===== config.mk =====
export PLATFORM = sky130hd
export DESIGN_NAME = pfmsr_top
export DESIGN_NICKNAME = d
export VERILOG_FILES = /design/src/design/pfmsr_pkg.sv /design/src/design/pfmsr_top.sv
export SDC_FILE = /design/constraint.sdc
export NUM_CORES = 2
export LEC_CHECK = 0
export BUFFER_PORTS_ARGS = -buffer_cell sky130_fd_sc_hd__buf_4
export CAP_MARGIN = 40
export CORE_ASPECT_RATIO = 1.25
export CORE_MARGIN = 3
export CORE_UTILIZATION = 61
export DETAILED_ROUTE_END_ITERATION = 12
export GPL_ROUTABILITY_DRIVEN = 0
export PLACE_DENSITY = 0.79
export SYNTH_ARGS = -nofsm -noshare
export SYNTH_HDL_FRONTEND = slang
export SYNTH_SLANG_ARGS = --single-unit

===== constraint.sdc =====
create_clock -name i_clk_sys -period 150.8 [get_ports i_clk_sys]
set_clock_uncertainty 0.15 [all_clocks]
set_input_delay 15.08 -clock i_clk_sys [delete_from_list [all_inputs] [get_ports i_clk_sys]]
set_output_delay 15.08 -clock i_clk_sys [all_outputs]
set_load 0.02 [all_outputs]

===== src/design/pfmsr_pkg.sv =====
/*
 * Package for the pump flow meter and low-suction retry block: parameter
 * addresses, reset values, limits, encodings, timing figures and carriers.
 * Assumes a 10 MHz system clock and 16-bit parameter words.
 */
package pfmsr_pkg;

	// ==================================================================
	// Parameter addresses
	localparam logic [15:0] ADDR_FLOW_MON  = 16'h0047;
	localparam logic [15:0] ADDR_FLOW_SRC  = 16'h0880;
	localparam logic [15:0] ADDR_FLOW_MAX  = 16'h0881;
	localparam logic [15:0] ADDR_FLOW_ZERO = 16'h0882;
	localparam logic [15:0] ADDR_FLOW_MULT = 16'h0883;
	localparam logic [15:0] ADDR_FLOW_OFS  = 16'h0884;

	// ==================================================================
	// Reset values, limits and forced values
	localparam logic [15:0] RST_FLOW_MAX   = 16'h03e8;  // 1000 GPM
	localparam logic [15:0] RST_FLOW_ZERO  = 16'h0000;  // 0.0 V
	localparam logic [15:0] RST_FLOW_MULT  = 16'h2710;  // 100.00
	localparam logic [15:0] RST_FLOW_OFS   = 16'h0000;  // 0.00
	localparam logic [15:0] LIM_FLOW_MAX   = 16'hc350;  // 50000 GPM
	localparam logic [15:0] LIM_FLOW_ZERO  = 16'h0032;  // 5.0 V in 0.1 V
	localparam logic [15:0] LIM_MULT_MIN   = 16'h0001;  // 0.01
	localparam logic [15:0] LIM_MULT_MAX   = 16'hc350;  // 500.00
	localparam logic [15:0] LIM_OFS_MAX    = 16'h0063;  // 0.99
	localparam logic [15:0] FIX_MULT       = 16'h0064;  // 1.00 while analog
	localparam logic [15:0] FIX_OFS        = 16'h0000;
	localparam logic [15:0] FLOW_ZERO_VAL  = 16'h0000;

	// ==================================================================
	// Scaling of analog and pulse paths
	localparam logic [10:0] AUX_FULL_SCALE = 11'h3e8;   // 10.00 V in 0.01 V
	localparam logic [3:0]  ZERO_TO_CV     = 4'ha;      // 0.1 V to 0.01 V
	localparam logic [6:0]  HUNDREDTHS     = 7'h64;     // Multiplier scale
	localparam logic [15:0] PULSE_MIN_HZ   = 16'h0032;  // 50 Hz
	localparam logic [15:0] PULSE_MAX_HZ   = 16'h7d00;  // 32 kHz

	// ==================================================================
	// Encodings
	localparam logic [1:0] SRC_OFF         = 2'h0;
	localparam logic [1:0] SRC_AUX         = 2'h1;
	localparam logic [1:0] SRC_PULSE       = 2'h2;
	localparam logic [1:0] ACT_RESTART     = 2'h3;
	localparam logic       RST_SPEED_SRCH  = 1'h0;
	localparam logic [5:0] MFO_LOW_SUCTION = 6'h1c;     // Function code 28
	localparam logic [4:0] AUX_PID_TARGET  = 5'h09;
	localparam logic [2:0] PID_SRC_AUX     = 3'h3;
	localparam logic [2:0] FREQ_SRC_PULSE  = 3'h3;
	localparam logic [1:0] ENC_OFF         = 2'h0;
	localparam int         NUM_MFO         = 3;

	// ==================================================================
	// Timing
	localparam int CLK_HZ        = 10_000_000;
	localparam int SECOND_S      = 1;                   // Retry and gate unit
	localparam int CYC_PER_SEC   = CLK_HZ * SECOND_S;

	// ==================================================================
	// Carriers
	typedef struct packed {
		logic        wr;
		logic        rd;
		logic [15:0] addr;
		logic [15:0] wdata;
	} pfmsr_par_req_t;

	typedef struct packed {
		logic req;
		logic speed_search;
		logic dc_brake;
	} pfmsr_restart_t;

	typedef struct packed {
		logic [4:0] aux_function;
		logic [2:0] pid_setpoint_source;
		logic [2:0] pid_feedback_source;
		logic [1:0] encoder_speed_control;
		logic [2:0] freq_command_source;
	} pfmsr_cfg_t;

endpackage


===== src/design/pfmsr_top.sv =====
/*
 * Low-suction shutdown/restart retry and flow meter monitor of a pump drive.
 * Holds the flow parameter words, the pulse frequency gate, the analog
 * scaling and the retry sequencer. Assumes all inputs are synchronous to
 * i_clk_sys, that low-suction detection is done elsewhere, and that the
 * auxiliary voltage arrives already digitised in 0.01 V steps.
 */
//
// Notes on behaviour
// - Action 3: stop motor on low suction, restart after retry delay.
// - Retry only if detection enabled, action 3, no stop during delay.
// - Retry ignores and leaves untouched the auto-restart attempt counter.
// - Restart mode 0: speed search, no DC-injection braking.
// - Restart mode 1: no speed search, braking per braking setting.
// - Outputs with function code 28 turn on at low suction.
// - With action 3 the low-suction output drops once restarted.
// - Flow source: 0 off, 1 analog auxiliary, 2 pulse train.
// - Pulse mode measures pulse frequency, supported 50 Hz to 32 kHz.
// - Analog mode forces pulse and auxiliary settings, rejects their edits.
// - Selecting analog source invalidates previous auxiliary function.
// - Analog mode errors on PID target aux or PID sources on aux.
// - Analog 10 V maps to maximum flow, limited to 50000 GPM.
// - No-flow voltage maps to zero flow, settable 0.0 to 5.0 V.
// - Source 0 holds flow monitor at zero.
// - Flow monitor is read-only GPM value, 0 to 50000.
// - Pulse flow equals frequency times the sum of multiplier and offset.
// - Pulse mode errors on encoder control or pulse frequency command.
`timescale 1ns/10ps

module pfmsr_top
	import pfmsr_pkg::*;
#(
	parameter int SEC_CYCLES  = CYC_PER_SEC,   // Cycles per retry second
	parameter int GATE_CYCLES = CYC_PER_SEC,   // Pulse gate length
	parameter int DELAY_W     = 13             // Retry delay width
) (
	// Clock, reset, enable
	input  wire logic           i_clk_sys,
	input  wire logic           i_reset,
	input  wire logic           i_clk_en,
	// Parameter access port
	input  wire pfmsr_par_req_t i_par,
	output logic [15:0]         o_par_rdata,
	output logic                o_par_ack,
	output logic                o_par_reject,
	// Low-suction settings and events
	input  wire logic           i_suction_detect_en,
	input  wire logic           i_low_suction,
	input  wire logic [1:0]     i_suction_action_select,
	input  wire logic [DELAY_W-1:0] i_suction_retry_delay,
	input  wire logic           i_suction_restart_mode,
	input  wire logic           i_dc_braking_setting,
	input  wire logic           i_stop_cmd,
	input  wire logic           i_drive_running,
	input  wire logic [5:0]     i_mfo_function [NUM_MFO],
	// Neighbouring configuration
	input  wire pfmsr_cfg_t     i_cfg,
	// Flow sensor inputs
	input  wire logic [10:0]    i_aux_cv,
	input  wire logic           i_pulse,
	// Drive commands
	output logic                o_motor_stop,
	output pfmsr_restart_t      o_restart,
	output logic [NUM_MFO-1:0]  o_mfo_low_suction,
	// Flow status
	output logic [15:0]         o_flow_monitor_value,
	output logic                o_flow_setting_error,
	output logic                o_aux_params_forced,
	output logic                o_aux_function_invalidate,
	output logic                o_pulse_out_of_range
);

	// ==================================================================
	// Parameter words
	typedef enum {RS_IDLE, RS_WAIT, RS_RESTART} pfmsr_rs_t;

	logic [15:0] flow_source_select_r;
	logic [15:0] flow_max_at_full_scale_r;
	logic [15:0] flow_zero_voltage_r;
	logic [15:0] flow_pulse_multiplier_r;
	logic [15:0] flow_pulse_offset_r;
	logic [1:0]  src;
	logic        analog_mode;
	logic        pulse_mode;
	logic        wr_ok;
	logic        wr_bad;

	assign src         = flow_source_select_r[1:0];
	assign analog_mode = (src == SRC_AUX);
	assign pulse_mode  = (src == SRC_PULSE);

	// Write acceptance: range check, lock of the fixed words per mode
	always_comb begin
		wr_ok = 1'b0;
		case (i_par.addr)
			ADDR_FLOW_SRC:  wr_ok = (i_par.wdata <= {14'h0000, SRC_PULSE});
			ADDR_FLOW_MAX:  wr_ok = !pulse_mode && (i_par.wdata <= LIM_FLOW_MAX);
			ADDR_FLOW_ZERO: wr_ok = !pulse_mode && (i_par.wdata <= LIM_FLOW_ZERO);
			ADDR_FLOW_MULT: wr_ok = !analog_mode && (i_par.wdata >= LIM_MULT_MIN)
				&& (i_par.wdata <= LIM_MULT_MAX);
			ADDR_FLOW_OFS:  wr_ok = !analog_mode && (i_par.wdata <= LIM_OFS_MAX);
			default:        wr_ok = 1'b0;   // Monitor is read-only, others unmapped
		endcase
	end

	assign wr_bad = i_par.wr && !wr_ok;

	// Source selection word
	always_ff @(posedge i_clk_sys or posedge i_reset) begin
		if (i_reset) begin
			flow_source_select_r <= {14'h0000, SRC_OFF};
		end else if (i_clk_en && i_par.wr && wr_ok && i_par.addr == ADDR_FLOW_SRC) begin
			flow_source_select_r <= i_par.wdata;
		end
	end

	// Analog scaling words; forced back to defaults while pulse mode owns them
	always_ff @(posedge i_clk_sys or posedge i_reset) begin
		if (i_reset) begin
			flow_max_at_full_scale_r <= RST_FLOW_MAX;
			flow_zero_voltage_r      <= RST_FLOW_ZERO;
		end else if (i_clk_en) begin
			if (pulse_mode) begin
				flow_max_at_full_scale_r <= RST_FLOW_MAX;
				flow_zero_voltage_r      <= RST_FLOW_ZERO;
			end else if (i_par.wr && wr_ok) begin
				if (i_par.addr == ADDR_FLOW_MAX) begin
					flow_max_at_full_scale_r <= i_par.wdata;
				end
				if (i_par.addr == ADDR_FLOW_ZERO) begin
					flow_zero_voltage_r <= i_par.wdata;
				end
			end
		end
	end

	// Pulse scaling words; analog mode pins them at unity gain, zero offset
	always_ff @(posedge i_clk_sys or posedge i_reset) begin
		if (i_reset) begin
			flow_pulse_multiplier_r <= RST_FLOW_MULT;
			flow_pulse_offset_r     <= RST_FLOW_OFS;
		end else if (i_clk_en) begin
			if (analog_mode) begin
				flow_pulse_multiplier_r <= FIX_MULT;
				flow_pulse_offset_r     <= FIX_OFS;
			end else if (i_par.wr && wr_ok) begin
				if (i_par.addr == ADDR_FLOW_MULT) begin
					flow_pulse_multiplier_r <= i_par.wdata;
				end
				if (i_par.addr == ADDR_FLOW_OFS) begin
					flow_pulse_offset_r <= i_par.wdata;
				end
			end
		end
	end

	// Read data, acknowledge and reject; answer one cycle after the request
	always_ff @(posedge i_clk_sys or posedge i_reset) begin
		if (i_reset) begin
			o_par_rdata  <= 16'h0000;
			o_par_ack    <= 1'b0;
			o_par_reject <= 1'b0;
		end else if (i_clk_en) begin
			o_par_ack    <= i_par.wr || i_par.rd;
			o_par_reject <= wr_bad;
			if (i_par.rd) begin
				case (i_par.addr)
					ADDR_FLOW_MON:  o_par_rdata <= o_flow_monitor_value;
					ADDR_FLOW_SRC:  o_par_rdata <= flow_source_select_r;
					ADDR_FLOW_MAX:  o_par_rdata <= flow_max_at_full_scale_r;
					ADDR_FLOW_ZERO: o_par_rdata <= flow_zero_voltage_r;
					ADDR_FLOW_MULT: o_par_rdata <= flow_pulse_multiplier_r;
					ADDR_FLOW_OFS:  o_par_rdata <= flow_pulse_offset_r;
					default:        o_par_rdata <= 16'h0000;
				endcase
			end
		end
	end

	// ==================================================================
	// Pulse frequency gate
	logic        pulse_prev_r;
	logic [31:0] gate_cnt_r;
	logic [15:0] edge_cnt_r;
	logic [15:0] freq_hz_r;
	logic        gate_end;
	logic        pulse_rise;

	assign gate_end   = (gate_cnt_r == 32'(GATE_CYCLES - 1));
	assign pulse_rise = i_pulse && !pulse_prev_r;

	// Rising edges counted over a one-second gate give hertz directly;
	// the count saturates so an overspeed input cannot wrap to a low flow
	always_ff @(posedge i_clk_sys or posedge i_reset) begin
		if (i_reset) begin
			pulse_prev_r <= 1'b0;
			gate_cnt_r   <= 32'h0000_0000;
			edge_cnt_r   <= 16'h0000;
			freq_hz_r    <= 16'h0000;
		end else if (i_clk_en) begin
			pulse_prev_r <= i_pulse;
			if (gate_end) begin
				gate_cnt_r <= 32'h0000_0000;
				// The closing cycle still counts, so the gate spans all its cycles
				freq_hz_r  <= (pulse_rise && edge_cnt_r != 16'hffff)
					? edge_cnt_r + 16'h0001 : edge_cnt_r;
				edge_cnt_r <= 16'h0000;
			end else begin
				gate_cnt_r <= gate_cnt_r + 32'h0000_0001;
				if (pulse_rise && edge_cnt_r != 16'hffff) begin
					edge_cnt_r <= edge_cnt_r + 16'h0001;
				end
			end
		end
	end

	// ==================================================================
	// Flow arithmetic
	logic [10:0] zero_cv;
	logic [10:0] aux_span;
	logic [26:0] aux_num;
	logic [15:0] flow_analog;
	logic [32:0] pulse_prod;
	logic [32:0] pulse_gpm;
	logic [15:0] flow_pulse;

	assign zero_cv  = 11'(flow_zero_voltage_r[5:0]) * 11'(ZERO_TO_CV);
	assign aux_span = AUX_FULL_SCALE - zero_cv;

	// Linear map from no-flow voltage to full scale; clamps at both ends
	always_comb begin
		aux_num     = 27'(flow_max_at_full_scale_r) * 27'(i_aux_cv - zero_cv);
		flow_analog = FLOW_ZERO_VAL;
		if (i_aux_cv <= zero_cv) begin
			flow_analog = FLOW_ZERO_VAL;
		end else if (i_aux_cv >= AUX_FULL_SCALE) begin
			flow_analog = flow_max_at_full_scale_r;
		end else begin
			flow_analog = 16'(aux_num / aux_span);
		end
	end

	// Multiplier and offset are both in hundredths, so sum then divide once
	always_comb begin
		pulse_prod = 33'(freq_hz_r)
			* (33'(flow_pulse_multiplier_r) + 33'(flow_pulse_offset_r));
		pulse_gpm  = pulse_prod / 33'(HUNDREDTHS);
		if (pulse_gpm > 33'(LIM_FLOW_MAX)) begin
			flow_pulse = LIM_FLOW_MAX;
		end else begin
			flow_pulse = pulse_gpm[15:0];
		end
	end

	// Flow monitor; pulse path refreshes when a gate closes or a pulse scaling word changes
	always_ff @(posedge i_clk_sys or posedge i_reset) begin
		if (i_reset) begin
			o_flow_monitor_value <= FLOW_ZERO_VAL;
			o_pulse_out_of_range <= 1'b0;
		end else if (i_clk_en) begin
			case (src)
				SRC_AUX:   o_flow_monitor_value <= flow_analog;
				SRC_PULSE: o_flow_monitor_value <= flow_pulse;
				default:   o_flow_monitor_value <= FLOW_ZERO_VAL;
			endcase
			o_pulse_out_of_range <= pulse_mode
				&& (freq_hz_r < PULSE_MIN_HZ || freq_hz_r > PULSE_MAX_HZ);
		end
	end

	// ==================================================================
	// Configuration conflicts and auxiliary ownership
	logic [1:0] src_prev_r;

	always_ff @(posedge i_clk_sys or posedge i_reset) begin
		if (i_reset) begin
			o_flow_setting_error      <= 1'b0;
			o_aux_params_forced       <= 1'b0;
			o_aux_function_invalidate <= 1'b0;
			src_prev_r                <= SRC_OFF;
		end else if (i_clk_en) begin
			src_prev_r <= src;
			o_flow_setting_error <= (analog_mode && (i_cfg.aux_function == AUX_PID_TARGET
				|| i_cfg.pid_setpoint_source == PID_SRC_AUX
				|| i_cfg.pid_feedback_source == PID_SRC_AUX))
				|| (pulse_mode && (i_cfg.encoder_speed_control != ENC_OFF
				|| i_cfg.freq_command_source == FREQ_SRC_PULSE));
			// Level tells the auxiliary block to hold its forced gain, bias, function
			o_aux_params_forced       <= analog_mode;
			o_aux_function_invalidate <= analog_mode && (src_prev_r != SRC_AUX);
		end
	end

	// ==================================================================
	// Low-suction retry sequencer
	pfmsr_rs_t          rs_r;
	logic [31:0]        sec_cnt_r;
	logic [DELAY_W-1:0] secs_r;
	logic               retry_armed;
	logic               ls_prev_r;
	logic               ls_rise;
	logic               delay_done;

	// Counter of the general auto-restart attempts is deliberately not wired here
	assign retry_armed = i_suction_detect_en
		&& (i_suction_action_select == ACT_RESTART);
	assign ls_rise     = i_low_suction && !ls_prev_r;
	assign delay_done  = (secs_r >= i_suction_retry_delay);

	always_ff @(posedge i_clk_sys or posedge i_reset) begin
		if (i_reset) begin
			rs_r         <= RS_IDLE;
			sec_cnt_r    <= 32'h0000_0000;
			secs_r       <= '0;
			ls_prev_r    <= 1'b0;
			o_motor_stop <= 1'b0;
			o_restart    <= '0;
		end else if (i_clk_en) begin
			ls_prev_r       <= i_low_suction;
			o_restart.req   <= 1'b0;
			case (rs_r)
				RS_IDLE: begin
					if (ls_rise && retry_armed && !i_stop_cmd) begin
						rs_r         <= RS_WAIT;
						o_motor_stop <= 1'b1;
						sec_cnt_r    <= 32'h0000_0000;
						secs_r       <= '0;
					end
				end
				RS_WAIT: begin
					if (i_stop_cmd || !retry_armed) begin
						rs_r         <= RS_IDLE;
						o_motor_stop <= 1'b0;
					end else if (delay_done) begin
						rs_r                   <= RS_RESTART;
						o_motor_stop           <= 1'b0;
						o_restart.req          <= 1'b1;
						o_restart.speed_search <= (i_suction_restart_mode == RST_SPEED_SRCH);
						o_restart.dc_brake     <= (i_suction_restart_mode != RST_SPEED_SRCH)
							&& i_dc_braking_setting;
					end else if (sec_cnt_r == 32'(SEC_CYCLES - 1)) begin
						sec_cnt_r <= 32'h0000_0000;
						secs_r    <= secs_r + 1'b1;
					end else begin
						sec_cnt_r <= sec_cnt_r + 32'h0000_0001;
					end
				end
				RS_RESTART: begin
					if (i_drive_running || i_stop_cmd) begin
						rs_r <= RS_IDLE;
					end
				end
				default: rs_r <= RS_IDLE;
			endcase
		end
	end

	// ==================================================================
	// Low-suction indication on multi-function outputs
	logic ls_ind_r;
	logic ls_clear;

	// Cleared by restart under action 3, otherwise by the detection going away
	assign ls_clear = (i_suction_action_select == ACT_RESTART)
		? (rs_r == RS_RESTART && i_drive_running)
		: !i_low_suction;

	// Set wins over clear so a fresh detection is never lost
	always_ff @(posedge i_clk_sys or posedge i_reset) begin
		if (i_reset) begin
			ls_ind_r <= 1'b0;
		end else if (i_clk_en) begin
			if (ls_rise) begin
				ls_ind_r <= 1'b1;
			end else if (ls_clear) begin
				ls_ind_r <= 1'b0;
			end
		end
	end

	// Each output shows the indication only when its function code asks for it
	for (genvar g = 0; g < NUM_MFO; g++) begin : g_mfo
		always_ff @(posedge i_clk_sys or posedge i_reset) begin
			if (i_reset) begin
				o_mfo_low_suction[g] <= 1'b0;
			end else if (i_clk_en) begin
				o_mfo_low_suction[g] <= (i_mfo_function[g] == MFO_LOW_SUCTION)
					&& (ls_ind_r || ls_rise);
			end
		end
	end

endmodule


# After elaboration in Yosys (flattened, before gate mapping)

Cells that the tools add are included.

Add/subtract/negate cells: 7
$mul: 3
Divide/modulo/power cells: 2
Order comparisons: 11
Equality and inequality tests: 29
Shift operators: 0
Mux-type cells: 46
Bitwise gates (word level): 2
Reductions and logical operators: 64

Operator list:

| cell                                                             | count |
|---|---|
| 2-to-1 mux 32 bit                                                | 9 |
| 2-to-1 mux 16 bit                                                | 17 |
| one-hot mux 16 bit (6 select lines)                              | 1 |
| one-hot mux 32 bit (3 select lines)                              | 1 |
| equality test 16 x 12 -> 1 bit (second input constant)           | 5 |
| adder 32 x 1 -> 32 bit (second input constant)                   | 2 |
| equality test 32 x 24 -> 1 bit (second input constant)           | 2 |
| one-hot mux 32 bit (2 select lines)                              | 1 |
| 2-to-1 mux 13 bit                                                | 4 |
| divider 33 x 7 -> 33 bit (second input constant)                 | 1 |
| greater-than comparator 33 x 16 -> 1 bit (second input constant) | 1 |
| multiplier 16 x 17 -> 33 bit                                     | 1 |
| equality test 32 x 1 -> 1 bit (second input constant)            | 1 |
| equality test 32 x 2 -> 1 bit (second input constant)            | 1 |
| equality test 32 x 3 -> 1 bit (second input constant)            | 1 |
| logical NOT 32 bit                                               | 1 |
| one-hot mux 16 bit (2 select lines)                              | 1 |
| divider 27 x 11 -> 27 bit                                        | 1 |
| multiplier 17 x 12 -> 27 bit                                     | 1 |
| one-hot mux 13 bit (2 select lines)                              | 1 |
| logical AND 1 bit                                                | 25 |
| equality test 6 x 5 -> 1 bit (second input constant)             | 3 |
| nonzero test 2 bit                                               | 9 |
| adder 16 x 16 -> 17 bit                                          | 1 |
| other kinds (36)                                                 | 73 |

Bits in registers: 271
Bits in latches: 0
Bits in writable memories: 0
Memory bits (read-only): 0
Output and inout port bits: 45
Memories: 0

# Longest topological paths before layout

Depth in word-level cells: 8
Mapped depth: 393

# Least setup slack after synthesis

OpenSTA, ideal clock, no wires.

Kind: input to register
Start point: in i_aux_cv[1]
End point: reg o_flow_monitor_value[0]
Data arrival time: 88375 ps
Setup slack: 62151 ps
Stages: 384
Path buffers: 26
Path through: inv_1 > ha_1 > inv_1 > fa_1 > a21o_1 > a21oi_1 > o21bai_1 > a21oi_1 > nor2_1 > nor2_1 > a21oi_1 > maj3_1 > a211o_1 > buf_1 > or2_2 > fa_1 > fa_1 > inv_1 > [348 not listed] > clkbuf_1 > clkbuf_1 > mux2i_1 > ha_1 > o21a_1 > o21a_1 > o21ai_0 > nand2b_1 > a21oi_1 > nor2b_1 > o21ai_0 > nand2b_1 > a21oi_1 > nor2_1 > nor4_1 > o2111ai_1 > or4_1 > a211o_1

Word-level cells in the longest chain between the ends: 6
Elaborated cells on any way between the ends: 8
Classes of those cells: add/sub: 1; mul: 1; div: 1; order compare: 2; mux: 3

RTL lines:

| what                                  | line             | source |
|---|---|---|
| from (decl)                           | pfmsr_top.sv:59  | `input wire logic [10:0] i_aux_cv,` |
| subtractor 11 x 10 -> 12 bit          | pfmsr_top.sv:232 | `aux_num = 27'(flow_max_at_full_scale_r) * 27'(i_aux_cv - zero_cv);` |
| multiplier 17 x 12 -> 27 bit          | pfmsr_top.sv:232 |  |
| divider 27 x 11 -> 27 bit             | pfmsr_top.sv:239 | `flow_analog = 16'(aux_num / aux_span);` |
| 2-to-1 mux 16 bit                     | pfmsr_top.sv:236 | `end else if (i_aux_cv >= AUX_FULL_SCALE) begin` |
| 2-to-1 mux 16 bit *                   | pfmsr_top.sv:234 | `if (i_aux_cv <= zero_cv) begin` |
| one-hot mux 16 bit (2 select lines) * | pfmsr_top.sv:261 | `case (src)` |
| to (signal assigned)                  | pfmsr_top.sv:262 | `SRC_AUX: o_flow_monitor_value <= flow_analog;` |
| to (signal assigned)                  | pfmsr_top.sv:263 | `SRC_PULSE: o_flow_monitor_value <= flow_pulse;` |
| to (decl)                             | pfmsr_top.sv:66  | `output logic [15:0] o_flow_monitor_value,` |

Every way passes the cells marked *; elsewhere a longest branch is shown, timed or not.
A chain may end at the register's enable or synchronous reset.

# Worst setup path in the final report

Same ends and word-level chain as after synthesis.

==> impl_metrics.tcl <==
set metrics [dict create \
    synthFlopType "dfrtp_1" \
    min_from "gate_cnt_r[31]" \
    yosysWarnings 0 \
    worst_ep_required_time_ps 151090 \
    synth.avg_cell_area_um2 8.036 \
    fin_crit_sh_pct 61.86 \
    netlist.area_leader.share_pct 15.13 \
    cpPeakStageDelay_ps 750 \
    clock_latency_ps 580 \
    dpl_worst_slack_ps 57860 \
    start_kind "primary input" \
    grt_max_degree 93 \
    io_buffers 148 \
    seq_area_frac_synth_pct 12.98 \
    syn_to_final_growth_pct 6.194 \
    cts_max_level 1 \
    r2r-start "flow_zero_voltage_r[1]" \
    synth_top_family_by_area "adder cells" \
    synth-async-reset-ratio_pct 100.0 \
    synth-edff-count 0 \
    num_io_pins 149 \
    synth_compound_area_share_pct 22.25 \
    post-dp-hpwl_um 101700 \
    yosysMostFrequentCell "nand2_1" \
    drc_errors 0 \
    max-clock-path-buffers 3 \
    synthSimpleGateAreaFrac_pct 22.43 \
    synth_mux_area_share_pct 2.925 \
    fin_crit_ps 93280 \
    grt_use_total_pct 31.79 \
    yosysUniqueCellTypes 159 \
    dieArea_mm2 0.07974 \
    initialDrtViolationCount 3224 \
    ys_top_cells_by_count "679 x nand2_1, 584 x inv_1, 437 x ha_1" \
    synth_xor_area_share_pct 4.760 \
    relSlewSlack_pct 35.28 \
    timing.reg2reg.setup_slack_ps 71080 \
    synth_area_mm2 0.04658 \
    core_area_mm2 0.07511 \
    die-width_um 253.2 \
    drt_pass1_iterations 8 \
    drive_gt1_share_pct 9.988 \
    cts_tree "built" \
    post_cts_resized 0 \
    status "completed" \
    synthCells 5797 \
    grt_overflow 0 \
    grt_pass1_wl_um 211400 \
    cts_hold_buf 0 \
    routed_wl_um 129300 \
    finalSetupViolCount 0 \
    slowest_stage "and3_1" \
    cap_violations 0 \
    die_y_um 315.0 \
    arrival_ps 93570 \
    yosysTopAreaCell "fa_1" \
    cts_root_buffer "clkbuf_16" \
    ys_ff_latch 241 \
    vias_per_cell 6.412 \
    rsz0062_at_grt "no" \
    crit_top_cell "o21a_1" \
    tns_ps 0 \
    fmaxAchievable_ghz 0.01072 \
    clock-sinks 241 \
    synth_fa_ha_area_share_pct 27.06 \
    fin_util_pct 65.86 \
    path_class "in2reg" \
    crit_buf_inv 30 \
    hold_violations 0 \
    finalWorstSetupSlack_ps 57520 \
    placementRows 112 \
    antenna_found_initial 2 \
    hp-class "reg2reg" \
    final_nets 6720 \
    yosys-top-cells-area "fa_1 15%, dfrtp_1 12%, ha_1 12%" \
    vias 43708 \
    clkSlewWorstSetupHoldPaths_ps 60 \
    critPathMaxFanout 23 \
    finalMaxSlewViolations 0 \
    end_kind "flip-flop" \
    grt_pass1_vias 43254 \
    cts_setup_buffers 0 \
    wl_per_cell_um 18.96 \
    start_util_pct 62.02 \
    cp_top_family "compound AO/OA/AOI/OAI gates" \
    cts_made_buffers 27 \
    cp-startpoint "i_aux_cv[1]" \
    ant_nets 0 \
    tightest_slew_ps 943.8 \
]
==> layout make-up <==
| class | instances | area, µm² |
|---|---|---|
| multi-input cells | 4751 | 37240 |
| flip-flops and latches | 241 | 6045 |
| fillers | 6348 | 25640 |
| inverters | 585 | 2203 |
| clock inverters | 16 | 221.5 |
| diodes | 1 | 2.502 |
| well taps | 969 | 1212 |
| repair buffers | 221 | 1808 |
| clock buffers | 33 | 738.2 |
==> placed cells by master, fill, tap and decap left out, types with 202 or more instances in the layout <==
master / instances
nor2_1: 383
o21ai_0: 237
nand2_1: 679
inv_1: 583
a21oi_1: 274
nor3_1: 235
fa_1: 352
dfrtp_1: 230
ha_1: 437
buf_4: 202
==> metrics by stage <==
step           hold WS [ps]  instance area [µm²]  std cells
2_1_floorplan         288.8                46640       5813
3_3_place_gp          310.3                48140       6738
3_5_place_dp          319.9                48490       6766
4_1_cts               337.1                49450       6815
5_1_grt               358.7                49470       6817
6_report              335.4                49470       6817
==> logic make-up after synthesis <==
group,after synthesis
XOR/XNOR,248
multiplexers,119
AO/OA/AOI/OAI,1448
flip-flops,241
buffers and inverters,821
AND/OR/NAND/NOR,2121
other,1
adder cells (fa/ha/maj),798
==> worst register-to-register path: cells and delay by family (launching register included) <==
| family | cells | cell delay, ps |
|---|---|---|
| flops | 1 | 460 |
| mux | 6 | 1820 |
| compound gates | 222 | 44980 |
| fa+ha+maj | 33 | 11330 |
| simple gates | 74 | 16650 |
| buf+inv | 28 | 3870 |
| xor+xnor | 1 | 330 |
==> routing by layer <==
metal,track usage (%),wire length (µm)
met5,0,0
met4,16.78,7523
met2,56.54,63780
met1,37.45,49930
met3,3.861,8029
==> state kept, by name, indices dropped and copies added, names as in the netlist, 3 cells and up <==
| register | count |
|---|---|
| flow_pulse_offset_r | 16 |
| secs_r | 13 |
| o_mfo_low_suction | 3 |
| o_par_rdata | 16 |
| o_flow_monitor_value | 16 |
| sec_cnt_r | 32 |
| freq_hz_r | 16 |
| o_restart | 3 |
| gate_cnt_r | 32 |
| flow_zero_voltage_r | 16 |
| flow_max_at_full_scale_r | 16 |
| flow_source_select_r | 16 |
| flow_pulse_multiplier_r | 16 |
| edge_cnt_r | 16 |
==> final timing paths <==
check                                              end  depth (start not counted)
setup / recovery               o_flow_monitor_value[0]                        366
hold reg to reg                         gate_cnt_r[31]                          1
setup reg to reg               o_flow_monitor_value[0]                        364
max in group asynchronous  flow_pulse_multiplier_r[13]                          4
hold / removal                          gate_cnt_r[31]                          1
min in group asynchronous                    secs_r[0]                          2
Power is not shown: default switching activity piles up to over one toggle a cycle in this logic, so the estimate is an artifact.
